`src/rtl/pll_regs_pkg.sv`:
```
// package: register map, field positions and reset values of the pll block
package pll_regs_pkg;

    // register addresses (serial configuration port word addresses)
    localparam logic [7:0] ADDR_POWER_DOWN = 8'h05;
    localparam logic [7:0] ADDR_CAL_WORD   = 8'h06;
    localparam logic [7:0] ADDR_FLAGS      = 8'h07;
    localparam logic [7:0] ADDR_LAST       = 8'h07;

    // power-down register fields
    localparam int PD_VCOBUF_REG = 10;
    localparam int PD_VCO_REG    = 9;
    localparam int PD_VCO_BUF    = 8;
    localparam int PD_CP_REG     = 7;
    localparam int PD_LOCKDET    = 6;
    localparam int PD_FB_PRESC   = 5;
    localparam int PD_PRESC_A    = 4;
    localparam int PD_PFD        = 2;
    localparam int PD_MAIN_PRESC = 1;
    localparam int PD_INPUT_REG  = 0;

    // power-down reset value: both feedback prescaler paths down
    localparam logic [15:0] PD_RESET      = 16'h0030;
    // reserved bits 15..11 and bit 3 are not stored
    localparam logic [15:0] PD_WRITE_MASK = 16'h07f7;

    // flag register fields
    localparam int FL_LOCK_ANALOG = 11;
    localparam int FL_VCO_CAL_RDY = 10;
    localparam int FL_NVM_RD_ERR  = 9;
    localparam int FL_NVM_WR_ERR  = 8;
    localparam int FL_REG_RD_ERR  = 7;
    localparam int FL_REG_WR_ERR  = 6;
    localparam int FL_CRC_ERR     = 5;
    localparam int FL_NVM_BUSY    = 4;
    localparam int FL_CAL_DONE    = 3;
    localparam int FL_CFG_DONE    = 2;
    localparam int FL_UNLOCK_STKY = 1;
    localparam int FL_LOCK_DET    = 0;
    localparam logic [15:0] FLAGS_RESET = 16'h0000;
    localparam logic [15:0] CAL_RESET   = 16'h0000;

    // register access request from the serial port
    typedef struct packed {
        logic        wr;
        logic        rd;
        logic [7:0]  addr;
        logic [15:0] wdata;
    } reg_req_t;

    // device state events feeding the status logic
    typedef struct packed {
        logic        por_busy;
        logic        cal_busy;
        logic        cal_done;
        logic        cfg_done;
        logic        lock_analog;
        logic        lock_freq;
        logic        vco_cal_ready;
        logic        nvm_rd_phase;
        logic        nvm_wr_phase;
        logic        nvm_op_issue;
        logic        nvm_busy;
        logic        crc_err_set;
        logic        crc_err_clr;
        logic        recal_start;
        logic        hard_reset;
        logic [15:0] cal_word;
    } dev_evt_t;

endpackage

```
`src/rtl/pll_status_flags.sv`:
```
// status flag register: sticky, clear-on-read and live flags
module pll_status_flags
    import pll_regs_pkg::*;
(
    // clock and reset
    input  wire logic                   mclk_in,
    input  wire logic                   srst_in,
    // device events
    input  wire pll_regs_pkg::dev_evt_t evt_in,
    // register port errors
    input  wire logic                   reg_rd_err_in,
    input  wire logic                   reg_wr_err_in,
    // clear-on-read strobe for this register
    input  wire logic                   flags_read_in,
    // flag word
    output logic [15:0]                 flags_out
);
    logic [15:0] flags_r;
    logic [15:0] flags_nxt;
    wire         nvm_rd_set = evt_in.nvm_op_issue & evt_in.nvm_rd_phase;
    wire         nvm_wr_set = evt_in.nvm_op_issue & evt_in.nvm_wr_phase;
    wire         lost_lock  = flags_r[FL_LOCK_DET] & ~evt_in.lock_freq;

    // next flag word; set beats clear on the same cycle
    always_comb begin
        flags_nxt = flags_r;
        flags_nxt[FL_LOCK_ANALOG] = evt_in.lock_analog;
        flags_nxt[FL_VCO_CAL_RDY] = evt_in.vco_cal_ready;
        flags_nxt[FL_NVM_RD_ERR]  = nvm_rd_set |
            (flags_r[FL_NVM_RD_ERR] & ~flags_read_in);
        flags_nxt[FL_NVM_WR_ERR]  = nvm_wr_set |
            (flags_r[FL_NVM_WR_ERR] & ~flags_read_in);
        flags_nxt[FL_REG_RD_ERR]  = flags_r[FL_REG_RD_ERR] | reg_rd_err_in;
        flags_nxt[FL_REG_WR_ERR]  = flags_r[FL_REG_WR_ERR] | reg_wr_err_in;
        flags_nxt[FL_CRC_ERR]     = evt_in.crc_err_set |
            (flags_r[FL_CRC_ERR] & ~evt_in.crc_err_clr);
        flags_nxt[FL_NVM_BUSY]    = evt_in.nvm_busy;
        flags_nxt[FL_CAL_DONE]    = evt_in.cal_done;
        flags_nxt[FL_CFG_DONE]    = evt_in.cfg_done;
        // only recalibration or the pin reset clears the sticky unlock
        flags_nxt[FL_UNLOCK_STKY] = lost_lock | (flags_r[FL_UNLOCK_STKY] &
            ~(evt_in.recal_start | evt_in.hard_reset));
        flags_nxt[FL_LOCK_DET]    = evt_in.lock_freq;
        flags_nxt[15:12]          = 4'h0;
    end

    // flag register
    always_ff @(posedge mclk_in) begin
        if (srst_in) begin
            flags_r <= FLAGS_RESET;
        end else begin
            flags_r <= flags_nxt;
        end
    end

    assign flags_out = flags_r;

    // nvm read error raised the cycle after a clashing operation
    a_nvm_rd_set: assert property (@(posedge mclk_in)
        disable iff (srst_in)
        nvm_rd_set |=> flags_r[FL_NVM_RD_ERR])
        else $error("nvm read error flag not set");
    // nvm write error raised the cycle after a clashing operation
    a_nvm_wr_set: assert property (@(posedge mclk_in)
        disable iff (srst_in)
        nvm_wr_set |=> flags_r[FL_NVM_WR_ERR])
        else $error("nvm write error flag not set");
    // a read of the flag word drops the read error unless set again
    a_nvm_rd_clear: assert property (@(posedge mclk_in)
        disable iff (srst_in)
        (flags_read_in && !nvm_rd_set) |=> !flags_r[FL_NVM_RD_ERR])
        else $error("nvm read error flag not cleared by read");
    // sticky unlock survives everything but recalibration or pin reset
    a_unlock_sticky: assert property (@(posedge mclk_in)
        disable iff (srst_in)
        (flags_r[FL_UNLOCK_STKY] && !evt_in.recal_start
         && !evt_in.hard_reset) |=> flags_r[FL_UNLOCK_STKY])
        else $error("sticky unlock lost without recalibration");
    // any loss of lock is recorded
    a_unlock_set: assert property (@(posedge mclk_in)
        disable iff (srst_in)
        lost_lock |=> flags_r[FL_UNLOCK_STKY])
        else $error("loss of lock not recorded");
    // busy mirrors the operation one cycle late, not across a reset
    a_busy_follows: assert property (@(posedge mclk_in)
        disable iff (srst_in)
        !$past(srst_in) |-> flags_r[FL_NVM_BUSY] == $past(evt_in.nvm_busy))
        else $error("nvm busy flag does not track operation");
endmodule

```
`src/rtl/pll_power_status_regs.sv`:
```
// pll power-down control, calibration word and status register bank
//
// Function
// - bits 10,9,8 power down VCO parts
// - bit 7 powers down charge pump regulator
// - bit 6 disables lock detector, resets zero
// - bit 5 feedback prescaler, resets to one
// - bit 4 low during reset, then one
// - bit 2 high during calibration, then zero
// - bit 1 low during reset, then one
// - address 6h reads calibration word, resets zero
// - address 7h holds status flags, resets zero
// - nvm read/write errors set, clear on read
// - sticky unlock cleared only by recal/reset
// - nvm busy high during erase/program
module pll_power_status_regs
    import pll_regs_pkg::*;
(
    // clock and reset
    input  wire logic                   mclk_in,
    input  wire logic                   srst_in,
    // register access from the serial configuration port
    input  wire pll_regs_pkg::reg_req_t req_in,
    output logic [15:0]                 rdata_out,
    // device state
    input  wire pll_regs_pkg::dev_evt_t evt_in,
    // power-down controls, 1 = powered down
    output logic                        vco_buffer_regulator_off_out,
    output logic                        vco_regulator_off_out,
    output logic                        vco_buffer_off_out,
    output logic                        charge_pump_regulator_off_out,
    output logic                        lock_detector_off_out,
    output logic                        fb_prescaler_off_out,
    output logic                        prescaler_a_off_out,
    output logic                        pfd_off_out,
    output logic                        main_prescaler_off_out,
    output logic                        input_regulator_off_out
);
    logic [15:0] pd_r;
    logic [15:0] pd_nxt;
    logic [15:0] cal_r;
    logic [15:0] rdata_r;
    logic        por_busy_d_r;
    logic        cal_busy_d_r;
    logic [15:0] flags;

    // decodes of the port address
    wire hit_pd    = (req_in.addr == ADDR_POWER_DOWN);
    wire hit_cal   = (req_in.addr == ADDR_CAL_WORD);
    wire hit_flags = (req_in.addr == ADDR_FLAGS);
    wire over_addr = (req_in.addr > ADDR_LAST);
    wire pd_write  = req_in.wr & hit_pd;
    wire flags_rd  = req_in.rd & hit_flags;
    // device events that seize bits: end of reset, end of calibration
    wire por_end   = por_busy_d_r & ~evt_in.por_busy;
    wire cal_end   = cal_busy_d_r & ~evt_in.cal_busy;

    // power-down next value; device holds win while active, then
    // software owns every bit again (held bits of a write during hold are overridden)
    always_comb begin
        pd_nxt = pd_r;
        if (pd_write) begin
            pd_nxt = req_in.wdata & PD_WRITE_MASK;
        end
        if (evt_in.por_busy) begin
            pd_nxt[PD_PRESC_A]    = 1'b0;
            pd_nxt[PD_MAIN_PRESC] = 1'b0;
        end else if (por_end) begin
            pd_nxt[PD_PRESC_A]    = 1'b1;
            pd_nxt[PD_MAIN_PRESC] = 1'b1;
        end
        if (evt_in.cal_busy) begin
            pd_nxt[PD_PFD] = 1'b1;
        end else if (cal_end) begin
            pd_nxt[PD_PFD] = 1'b0;
        end
    end

    // power-down register and phase trackers
    always_ff @(posedge mclk_in) begin
        if (srst_in) begin
            pd_r         <= PD_RESET;
            por_busy_d_r <= 1'b0;
            cal_busy_d_r <= 1'b0;
        end else begin
            pd_r         <= pd_nxt;
            por_busy_d_r <= evt_in.por_busy;
            cal_busy_d_r <= evt_in.cal_busy;
        end
    end

    // calibration word captured when calibration completes
    always_ff @(posedge mclk_in) begin
        if (srst_in) begin
            cal_r <= CAL_RESET;
        end else if (cal_end) begin
            cal_r <= evt_in.cal_word;
        end
    end

    // status flags
    pll_status_flags u_flags (
        .mclk_in       (mclk_in),
        .srst_in       (srst_in),
        .evt_in        (evt_in),
        .reg_rd_err_in (req_in.rd & over_addr),
        .reg_wr_err_in (req_in.wr & over_addr),
        .flags_read_in (flags_rd),
        .flags_out     (flags)
    );

    // read selection; unmapped addresses read zero
    wire [15:0] rd_sel = hit_pd    ? pd_r :
                         hit_cal   ? cal_r :
                         hit_flags ? flags : 16'h0000;

    // read data registered and held until the next read
    always_ff @(posedge mclk_in) begin
        if (srst_in) begin
            rdata_r <= 16'h0000;
        end else if (req_in.rd) begin
            rdata_r <= rd_sel;
        end
    end
    assign rdata_out = rdata_r;

    // each stored bit drives its block directly
    assign vco_buffer_regulator_off_out  = pd_r[PD_VCOBUF_REG];
    assign vco_regulator_off_out         = pd_r[PD_VCO_REG];
    assign vco_buffer_off_out            = pd_r[PD_VCO_BUF];
    assign charge_pump_regulator_off_out = pd_r[PD_CP_REG];
    assign lock_detector_off_out         = pd_r[PD_LOCKDET];
    assign fb_prescaler_off_out          = pd_r[PD_FB_PRESC];
    assign prescaler_a_off_out           = pd_r[PD_PRESC_A];
    assign pfd_off_out                   = pd_r[PD_PFD];
    assign main_prescaler_off_out        = pd_r[PD_MAIN_PRESC];
    // kill switch kept as written; software is expected to leave it 0
    assign input_regulator_off_out       = pd_r[PD_INPUT_REG];

    // prescaler enables forced low while power-on reset runs
    a_por_hold: assert property (@(posedge mclk_in)
        disable iff (srst_in)
        evt_in.por_busy |=> (!pd_r[PD_PRESC_A] && !pd_r[PD_MAIN_PRESC]))
        else $error("prescalers not held low during reset");

    // both prescaler bits set once power-on reset is over
    a_por_release: assert property (@(posedge mclk_in)
        disable iff (srst_in)
        por_end |=> (pd_r[PD_PRESC_A] && pd_r[PD_MAIN_PRESC]))
        else $error("prescalers not set after reset");

    // pfd enabled on the cycle after calibration ends
    a_pfd_cal: assert property (@(posedge mclk_in)
        disable iff (srst_in)
        cal_end |=> !pd_r[PD_PFD])
        else $error("pfd not enabled after calibration");

    // pfd held down while calibration runs
    a_pfd_hold: assert property (@(posedge mclk_in)
        disable iff (srst_in)
        evt_in.cal_busy |=> pd_r[PD_PFD])
        else $error("pfd not held down during calibration");

    // a write with no device hold lands whole
    a_sw_write: assert property (@(posedge mclk_in)
        disable iff (srst_in)
        (pd_write && !evt_in.por_busy && !por_end && !evt_in.cal_busy
         && !cal_end) |=> pd_r == ($past(req_in.wdata) & PD_WRITE_MASK))
        else $error("power-down write not stored");

    // charge pump, lock detector and feedback prescaler follow writes
    a_cp_pin: assert property (@(posedge mclk_in)
        disable iff (srst_in)
        pd_write |=> {charge_pump_regulator_off_out, lock_detector_off_out,
                      fb_prescaler_off_out}
                     == $past(req_in.wdata[PD_CP_REG:PD_FB_PRESC]))
        else $error("charge pump controls do not follow write");

    // the three vco controls follow writes; no device hold touches them
    a_vco_write: assert property (@(posedge mclk_in)
        disable iff (srst_in)
        pd_write |=> {vco_buffer_regulator_off_out, vco_regulator_off_out,
                      vco_buffer_off_out}
                     == $past(req_in.wdata[PD_VCOBUF_REG:PD_VCO_BUF]))
        else $error("vco controls do not follow write");

    // every register is back at its reset value after a reset edge
    a_reset_value: assert property (@(posedge mclk_in)
        srst_in |=> (pd_r == PD_RESET && cal_r == CAL_RESET
                     && flags == FLAGS_RESET))
        else $error("register not at reset value after reset");

    // calibration word reads back as stored
    a_cal_read: assert property (@(posedge mclk_in)
        disable iff (srst_in)
        (req_in.rd && hit_cal) |=> rdata_out == $past(cal_r))
        else $error("calibration word read wrong");

    // calibration word is taken from the device at the end of calibration
    a_cal_capture: assert property (@(posedge mclk_in)
        disable iff (srst_in)
        cal_end |=> cal_r == $past(evt_in.cal_word))
        else $error("calibration word not captured");

    // calibration word is read-only: port writes never move it
    a_cal_readonly: assert property (@(posedge mclk_in)
        disable iff (srst_in)
        !cal_end |=> $stable(cal_r))
        else $error("calibration word changed without calibration");

    // flag word reads back as held on the read edge
    a_flags_read: assert property (@(posedge mclk_in)
        disable iff (srst_in)
        (req_in.rd && hit_flags) |=> rdata_out == $past(flags))
        else $error("flag word read wrong");

    // reading past the last register raises the read error
    a_addr_err: assert property (@(posedge mclk_in)
        disable iff (srst_in)
        (req_in.rd && over_addr) |=> flags[FL_REG_RD_ERR])
        else $error("read address error not flagged");

    // writing past the last register raises the write error
    a_wr_err: assert property (@(posedge mclk_in)
        disable iff (srst_in)
        (req_in.wr && over_addr) |=> flags[FL_REG_WR_ERR])
        else $error("write address error not flagged");

    // read data stands until the next read
    a_rdata_hold: assert property (@(posedge mclk_in)
        disable iff (srst_in)
        !req_in.rd |=> $stable(rdata_out))
        else $error("read data changed without a read");
endmodule

```
`config.mk`:
```
export PLATFORM = sky130hd
export DESIGN_NAME = pll_power_status_regs
export DESIGN_NICKNAME = d
export VERILOG_FILES = /design/src/rtl/pll_regs_pkg.sv /design/src/rtl/pll_status_flags.sv /design/src/rtl/pll_power_status_regs.sv
export SDC_FILE = /design/constraint.sdc
export NUM_CORES = 1
export LEC_CHECK = 0
export ABC_AREA = 1
export CAP_MARGIN = 20
export CORE_MARGIN = 5
export CORE_UTILIZATION = 65
export DETAILED_ROUTE_END_ITERATION = 7
export DONT_BUFFER_PORTS = 1
export PLACE_DENSITY = 0.86
export RECOVER_POWER = 50
export SYNTH_ARGS = -nofsm -noshare
export SYNTH_HDL_FRONTEND = slang
export SYNTH_SLANG_ARGS = --single-unit
export TNS_END_PERCENT = 50
```
`constraint.sdc`:
```
create_clock -name mclk_in -period 2.12 [get_ports mclk_in]
set_clock_uncertainty 0.15 [all_clocks]
set_input_delay 0.318 -clock mclk_in [delete_from_list [all_inputs] [get_ports mclk_in]]
set_output_delay 0.318 -clock mclk_in [all_outputs]
set_load 0.005 [all_outputs]
```
== Word level (Yosys, flattened, before mapping) ==
Cells that the tools add are included.
Cells by class
  $lt $le $gt $ge: 1
  equal/unequal tests: 3
  multiplexer cells: 9
  bitwise gates (word level): 26
  reduce and logical (&&, ||, !) cells: 4
Operator list (number)
  16-bit two-way mux: 3
  8-bit by 3-bit equality test with 1-bit output (second input constant): 3
  1-bit bitwise AND: 13
  8-bit by 3-bit greater-than comparator with 1-bit output (second input constant): 1
  1-bit OR: 7
  1-bit inverter: 6
  3-bit nonzero test: 2
  1-bit two-way mux: 5
  5-bit two-way mux: 1
  2-bit nonzero test: 1
  2-bit OR reduction: 1
Storage, ports and cells
  flip-flop bits (word level): 60
  input port bits: 59
  word-level logic and storage cells: 53

== Logic depth before layout (Yosys ltp) ==
Gate-level depths: netlist (run 1).
  depth in word-level cells: 5
  depth in mapped cells: 10
  mapped depth without buffers: 9

== By module ==
From an unflattened synthesis (run 1), not the netlist that was laid out.
Unflattened totals
  cell total of the unflattened synthesis: 370
  area total of the unflattened synthesis: 2531.2 um^2
Modules (own cells, without submodules)
  pll_power_status_regs: times used 1, cells each 322, area an instance 2124.5 um^2, sequential area each 880.8 um^2
  pll_status_flags: times used 1, cells each 48, area an instance 406.6 um^2, sequential area each 240.2 um^2

== Worst setup path after synthesis (run 1) ==
OpenSTA, ideal clock, no wires.
  path type: input to register
  from: in req_in[19] (netlist bit)
  to: reg pd_r[10]
  library setup time: 119 ps
  arrival time: 1082 ps
  required time: 1851 ps
  path slack: 769 ps
  stages: 7
  buffers on the path: 1
  cell sequence: inv_2 -> nand2_2 -> nor2_2 -> nand3_2 -> buf_2 -> o21ai_0 -> a21oi_1
On the way
  word-level cells in the longest chain between the ends: 2
RTL lines
  start: declaration: RTL line pll_power_status_regs.sv:23  | input wire pll_regs_pkg::reg_req_t req_in,
  8-bit by 3-bit equality test with 1-bit output: RTL line pll_power_status_regs.sv:48  | wire hit_pd = (req_in.addr == ADDR_POWER_DOWN);
  1-bit bitwise AND: RTL line pll_power_status_regs.sv:52  | wire pd_write = req_in.wr & hit_pd;
  end signal: assignment: RTL line pll_power_status_regs.sv:86  | pd_r <= pd_nxt;
  end: declaration: RTL line pll_power_status_regs.sv:39  | logic [15:0] pd_r;
Every way passes these cells.
A chain may end at the register's enable or synchronous reset.

== Final worst setup path (run 1) ==
  from: in srst_in
  to: reg u_flags.flags_r[6], in the netlist u_flags.flags_out[6]
RTL lines
  start: declaration: RTL line pll_power_status_regs.sv:21  | input wire logic srst_in,
  end signal: assignment: RTL line pll_status_flags.sv:52  | flags_r <= flags_nxt;
  end: declaration: RTL line pll_status_flags.sv:18  | logic [15:0] flags_r;
No word-level cell between the ends.

==> results.ini, run 1 <==
[sta]
fin_crit_ns=1.85
rsz0062_at_grt=false
hold_viol=1
setup_violations=0
holdWs_ns=-0.0000836
relSlewSlack_pct=48.4
worstMarginPinSlew_ns=0.773
post-route-period-util_pct=87.1
drv_slew=0
fin_setup_tns_ns=0
clock.fmax_ghz=0.541

[placement]
place_hpwl_mm=3.85
dp.cells=373
postPlaceCellArea_mm2=0.00236
portBuffers=0
gp_congestion=0.820

[synthesis]
ys_ff_latch=56
synth_top_area_share_pct=47.0
synth_compound_area_share_pct=12.3
syn_area_mm2=0.00238
syn_nets=399
yosys.area.top_type=dfxtp_1
syn-mean-instance-area_um2=7.01
ys_warn_count=0
synth.distinct_cells=17
yosys-top-cells-area=dfxtp_1, nand2_1, nand3_1
synth_mux_area_share_pct=0
synthXorXnorAreaFrac_pct=0
netlist_instances=340
seq_area_frac_synth_pct=47.0
synth_top_family_by_area=simple AND/OR/NAND/NOR gates
synthAdderAreaFrac_pct=0
yosys.area_share.simple_pct=29.1

[global_route]
overflow=0
grtUsageTotal_pct=22.0
grt_first_pass_wirelength_mm=8.93
grt_pass1_vias=1897
antenna_found_initial=0
grt_max_degree=33

[clocking]
clockRootBuffer=clkbuf_8
cts_max_level=2
cts_tree=done
clock_latency_ns=0.30
clkTransAtPathRegs_ns=0.09
cts_sinks=56
clock_path_buffers=2
numCtsBuffers=5
post_cts_buffers=0

[drt]
drt_iter0_drc=127
vias_per_cell=5.27
routedWlPerCell_um=13.6
remaining_drc_errors=0
firstDrtPassIters=4
vias=2059
ant_nets=0
routed_wirelength_mm=5.33

[floorplan]
coreArea_mm2=0.00361
start_util_pct=66.1
num_rows=22
die_y_um=70.6
fp.dieArea_mm2=0.00498
ios=85
die_x_um=70.6

[layout]
num_antenna_cells=0
postLayoutCellArea_mm2=0.00254
final_cells=391
area_delta_synth_final_pct=6.56
layout-drive-gt1-share_pct=4.66
fin_nets=401

[critical_path]
r2r_start=cal_busy_d_r
cp-start-kind=input pin
critical_path_class=input pin to flip-flop
rr_endpoint=cal_r[9]
reg2reg_depth=4
crit_path_end_kind=flip-flop
crit_path_max_fanout=23
crit_required_ns=2.14
rrSetupSlack_ns=0.57
arrival_ns=1.87

[min_path]
hold_path_depth=2
hold_class=input pin to flip-flop
min_to=pd_r[5]
hold_start=req_in[5]

[power_and_ir_drop]
power_leakage_uw=0.00111
p_per_area_mw_per_mm2=718
total_power_uw=1820
ir_worst_vdd_uv=469

[outcome]
status=finished, violations left
violations=negative hold slack

[run]
max_cap_violations=0

==> critical path, stage by stage <==
cell,delay [ns]
dlygate4sd3_1,0.77
dlymetal6s2s_1,0.67
nor2_1,0.11
==> state kept, by name, indices dropped and copies added (netlist names) <==
register / flops
cal_r: 16
cal_busy_d_r: 1
rdata_out: 16
pd_r: 10
por_busy_d_r: 1
u_flags.flags_out: 12
==> cells in the final DEF, fill, tap and decap left out <==
cell            count
nand2_1            67
o211ai_1            1
clkbuf_1            1
o21ai_0            26
a21oi_1            30
clkbuf_8            6
dlygate4sd3_1       9
dfxtp_1            56
inv_1              41
inv_2               1
nand2_2             1
nor2_1             47
o21ai_1             1
dlymetal6s2s_1      1
clkinv_2            2
nor2_2              3
nand3_1            46
buf_4               3
clkinv_1            1
==> kinds of logic after synthesis <==
group                  after synthesis
DFF                                 56
buffers and inverters               62
AOI/OAI and AO/OA                   58
and+or+nand+nor                    164
==> cells in the mapped netlist <==
cell type	instances
nand2_1	66
dfxtp_1	56
nor2_1	46
nand3_1	45
inv_1	40
a21oi_1	30
o21ai_0	26
clkbuf_1	9
buf_2	5
buf_6	5
nor2_2	4
inv_2	2
nand2_2	2
clkinv_1	1
nand3_2	1
o211ai_1	1
o21ai_1	1
==> per-layer routing <==
metal / up-vias / part of all wire (%) / GRT usage, %
met2: 86 / 45 / 33.3
met3: 8 / 10 / 7.67
met1: 895 / 43 / 29.9
li1: 1070 / - / -
met4: 0 / 1.5 / 6.47
met5: - / 0 / 0
==> report_power, final <==
group	total [uW]	leakage [uW]	internal, uW	switching (uW)
clock	589	0.0000510	261	328
sequential	1110	0.000458	1090	18.7
combinational	129	0.000600	48.9	79.8
total	1820	0.00111	1400	426
==> through the flow <==
step / setup slack (ns) / util [%] / hold slack [ns]
floorplan: 0.769 / - / 0.275
detailed placement: 0.442 / 65.4 / 0.244
finish: 0.273 / 70.4 / -0.0000836
CTS: 0.285 / 70.5 / 0.000605
global placement: 0.445 / 65.4 / 0.241
global route: 0.0859 / 70.4 / 0.00385
==> timing repair <==
item | 4_1_cts | 5_1_grt
hold endpoints to repair | 32 | 0
hold buffers | 9 | 0
resized for setup | 0 | 0
==> layout make-up <==
type                       instances  area (um2)
multi-input combinational        222         976
clock inverter                     2        10.0
tap                               48        60.1
timing repair buffer              14         129
clock buffer                       6        82.6
inverter                          43         161
fill                             329        1070
sequential                        56        1120
==> how the worst max path moves through the flow <==
stage,start,end,depth (start not counted)
after floorplan,req_in[19],pd_r[10],7
after global placement,req_in[19],pd_r[2],8
after detailed placement,req_in[19],pd_r[2],8
after CTS,evt_in[29],cal_r[9],6
after global routing,evt_in[29],cal_r[2],6
final,srst_in,u_flags.flags_out[6],3
(Power assumes the default switching activity.)
==> run 2: changes to the inputs <==
ABC_AREA = unset   (was 1)
CORE_UTILIZATION = 66   (was 65)
PLACE_DENSITY = 0.87   (was 0.86)
==> run 2 against run 1 <==
The flow now finishes without violations. Cell count decreased by 8.4%. Global-route usage grew 6.2 points. Sequential share of layout area decreased by 6.3 points. First-iteration DRC count up 75%. Utilization rose by 16 points. Clock power is 2% lower. Fmax is 10% lower. Sequential cell count unchanged. Critical endpoint is now pd_r[6]. Highest routed layer unchanged.
==> results.ini, run 2 <==
[drt]
firstDrtPassIters=5
routedWlPerCell_um=19.7
ant_nets=0
drt_iter0_drc=222
remaining_drc_errors=0
vias_per_cell=6.23
routed_wirelength_mm=7.04
vias=2230

[global_route]
grt_pass1_vias=2177
grtUsageMet3_pct=10.3
top_usage_layer=met2
grt_first_pass_wirelength_mm=11.0
grtUsageTotal_pct=28.2
use_met1_pct=32.2
use_met2_pct=48.1
grt_max_degree=47
overflow=0
antenna_found_initial=0

[sta]
relSlewSlack_pct=54.8
fin_crit_ns=2.05
worst_slack_ns=0.0670
drv_slew=0
fin_setup_tns_ns=0
post-route-period-util_pct=96.8
clock.fmax_ghz=0.487
setup_violations=0
hold_viol=0
rsz0062_at_grt=false
worstMarginPinSlew_ns=0.678

[critical_path]
path_cells=dlygate4sd3_1 > nor4b_4 > buf_4 > nand4_1 > dlygate4sd3_1 > a21oi_1
arrival_ns=2.22
path_buf_inv=3
crit_path_max_fanout=6
crit_path_end_kind=flip-flop
cp-start-kind=input pin
cp_slowest_cell=dlygate4sd3_1
cpMostUsedCell=dlygate4sd3_1
crit_family=buffers and inverters
r2r_start=cal_busy_d_r
slowest_delay_ns=0.59
critical_path.startpoint=req_in[23]
crit_required_ns=2.29
critical_path_class=input pin to flip-flop

[placement]
gp_congestion=0.822
portBuffers=0
pre_cts_ws_ns=0.295
place_hpwl_mm=4.02

[layout]
layout_commonest_cell=dfxtp_1
num_antenna_cells=0
nFillCells=190
area_delta_synth_final_pct=23.7
post-route-util_pct=86.7
fin_nets=370
layout-drive-gt1-share_pct=8.33
layout_common_cells=dfxtp_1, dlygate4sd3_1, nand2_1

[floorplan]
start_util_pct=70.1
die_x_um=70.2
die_y_um=70.2
coreArea_mm2=0.00342
num_rows=21
fp.dieArea_mm2=0.00493
ios=85

[run]
max_cap_violations=0

[clocking]
clock_latency_ns=0.38
clockRootBuffer=clkbuf_4
clock_path_buffers=2
cts_sinks=56
cts_max_level=2
numCtsBuffers=5
cts_resized=0
cts_tree=done
clkTransAtPathRegs_ns=0.15

[synthesis]
synth_edf_count=0
yosysMostFrequentCell=dfxtp_1
synth.distinct_cells=35
syn_area_mm2=0.00239
seq_area_frac_synth_pct=46.8
synth_common_cells=dfxtp_1, nand2_1, a21oi_1, nor2b_1, o31ai_1
ys_ff_latch=56
ys_warn_count=0
netlist_instances=268
yosys-top-cells-area=dfxtp_1, nand2_1, a21oi_1
synth_ff_type=dfxtp_1
yosys.area.top_type=dfxtp_1
syn_nets=327
synthArstFlopShare_pct=0
synth_top_area_share_pct=46.8
syn-mean-instance-area_um2=8.93

[min_path]
hold_start=req_in[23]
hold_class=input pin to flip-flop

[power_and_ir_drop]
p_per_area_mw_per_mm2=634
power_leakage_uw=0.00106
ir_worst_vdd_uv=653

[outcome]
status=completed

==> run 2: area by class of cell <==
type,instances,area (um2),area share (%)
multi-input cells,190,1150,38.8
flip-flops and latches,56,1120,37.9
repair buffers,54,538,18.2
well taps,46,57.6,1.94
clock inverters,3,42.5,1.44
clock buffers,5,37.5,1.27
inverters,4,15.0,0.507
==> run 2: through the flow <==
stage	area (um2)	power, uW	instances	hold WS [ns]
global placement	2380	1220	300	0.241
finish	2960	1880	358	0.00299
CTS	2950	1870	356	0.000994
floorplan	2390	1230	268	0.258
detailed placement	2380	1230	300	0.242
global route	2960	1950	358	0.0124
==> run 2: kinds of logic (layout without fill, tap and decap cells) <==
| kind of cell | Yosys count | after routing | synth area share [%] |
|---|---|---|---|
| AO/OA/AOI/OAI | 83 | 83 | 23.0 |
| buffers and inverters | 22 | 66 | 4.91 |
| flip-flops | 56 | 56 | 46.8 |
| multiplexers | 2 | 2 | 0.836 |
| AND/OR/NAND/NOR | 105 | 105 | 24.4 |
==> run 2: routing by layer <==
metal	vias up	part of all wire, %	routed length (um)
met1	1027	35	2460
met5	-	0	0
met4	0	3.2	223
li1	1050	-	-
met2	129	52	3650
met3	24	10	704
==> run 2: worst min-delay path, cell delays in order <==
cell	delay, ns
nor4b_4	0.04
nand4_1	0.09
a21oi_1	0.06
==> run 2: report_power, final <==
| part | leakage [uW] | switching, uW | internal (uW) |
|---|---|---|---|
| clock network | 0.0000412 | 332 | 246 |
| logic | 0.000562 | 94.2 | 105 |
| registers | 0.000457 | 17.0 | 1080 |
==> run 2: worst paths after layout <==
| kind | end | slack (ns) | cells past startpoint |
|---|---|---|---|
| worst min register to register | cal_r[11] | 0.32 | 2 |
| worst max-delay path | pd_r[6] | 0.07 | 6 |
| worst min-delay path | rdata_out[15] | 0.003 | 3 |
| worst max register to register | cal_r[1] | 0.24 | 4 |
==> run 2: timing repair <==
item	4_1_cts	5_1_grt
setup buffers	0	1
hold endpoints to repair	46	1
hold buffers	48	1
endpoints found under the setup margin	0	2
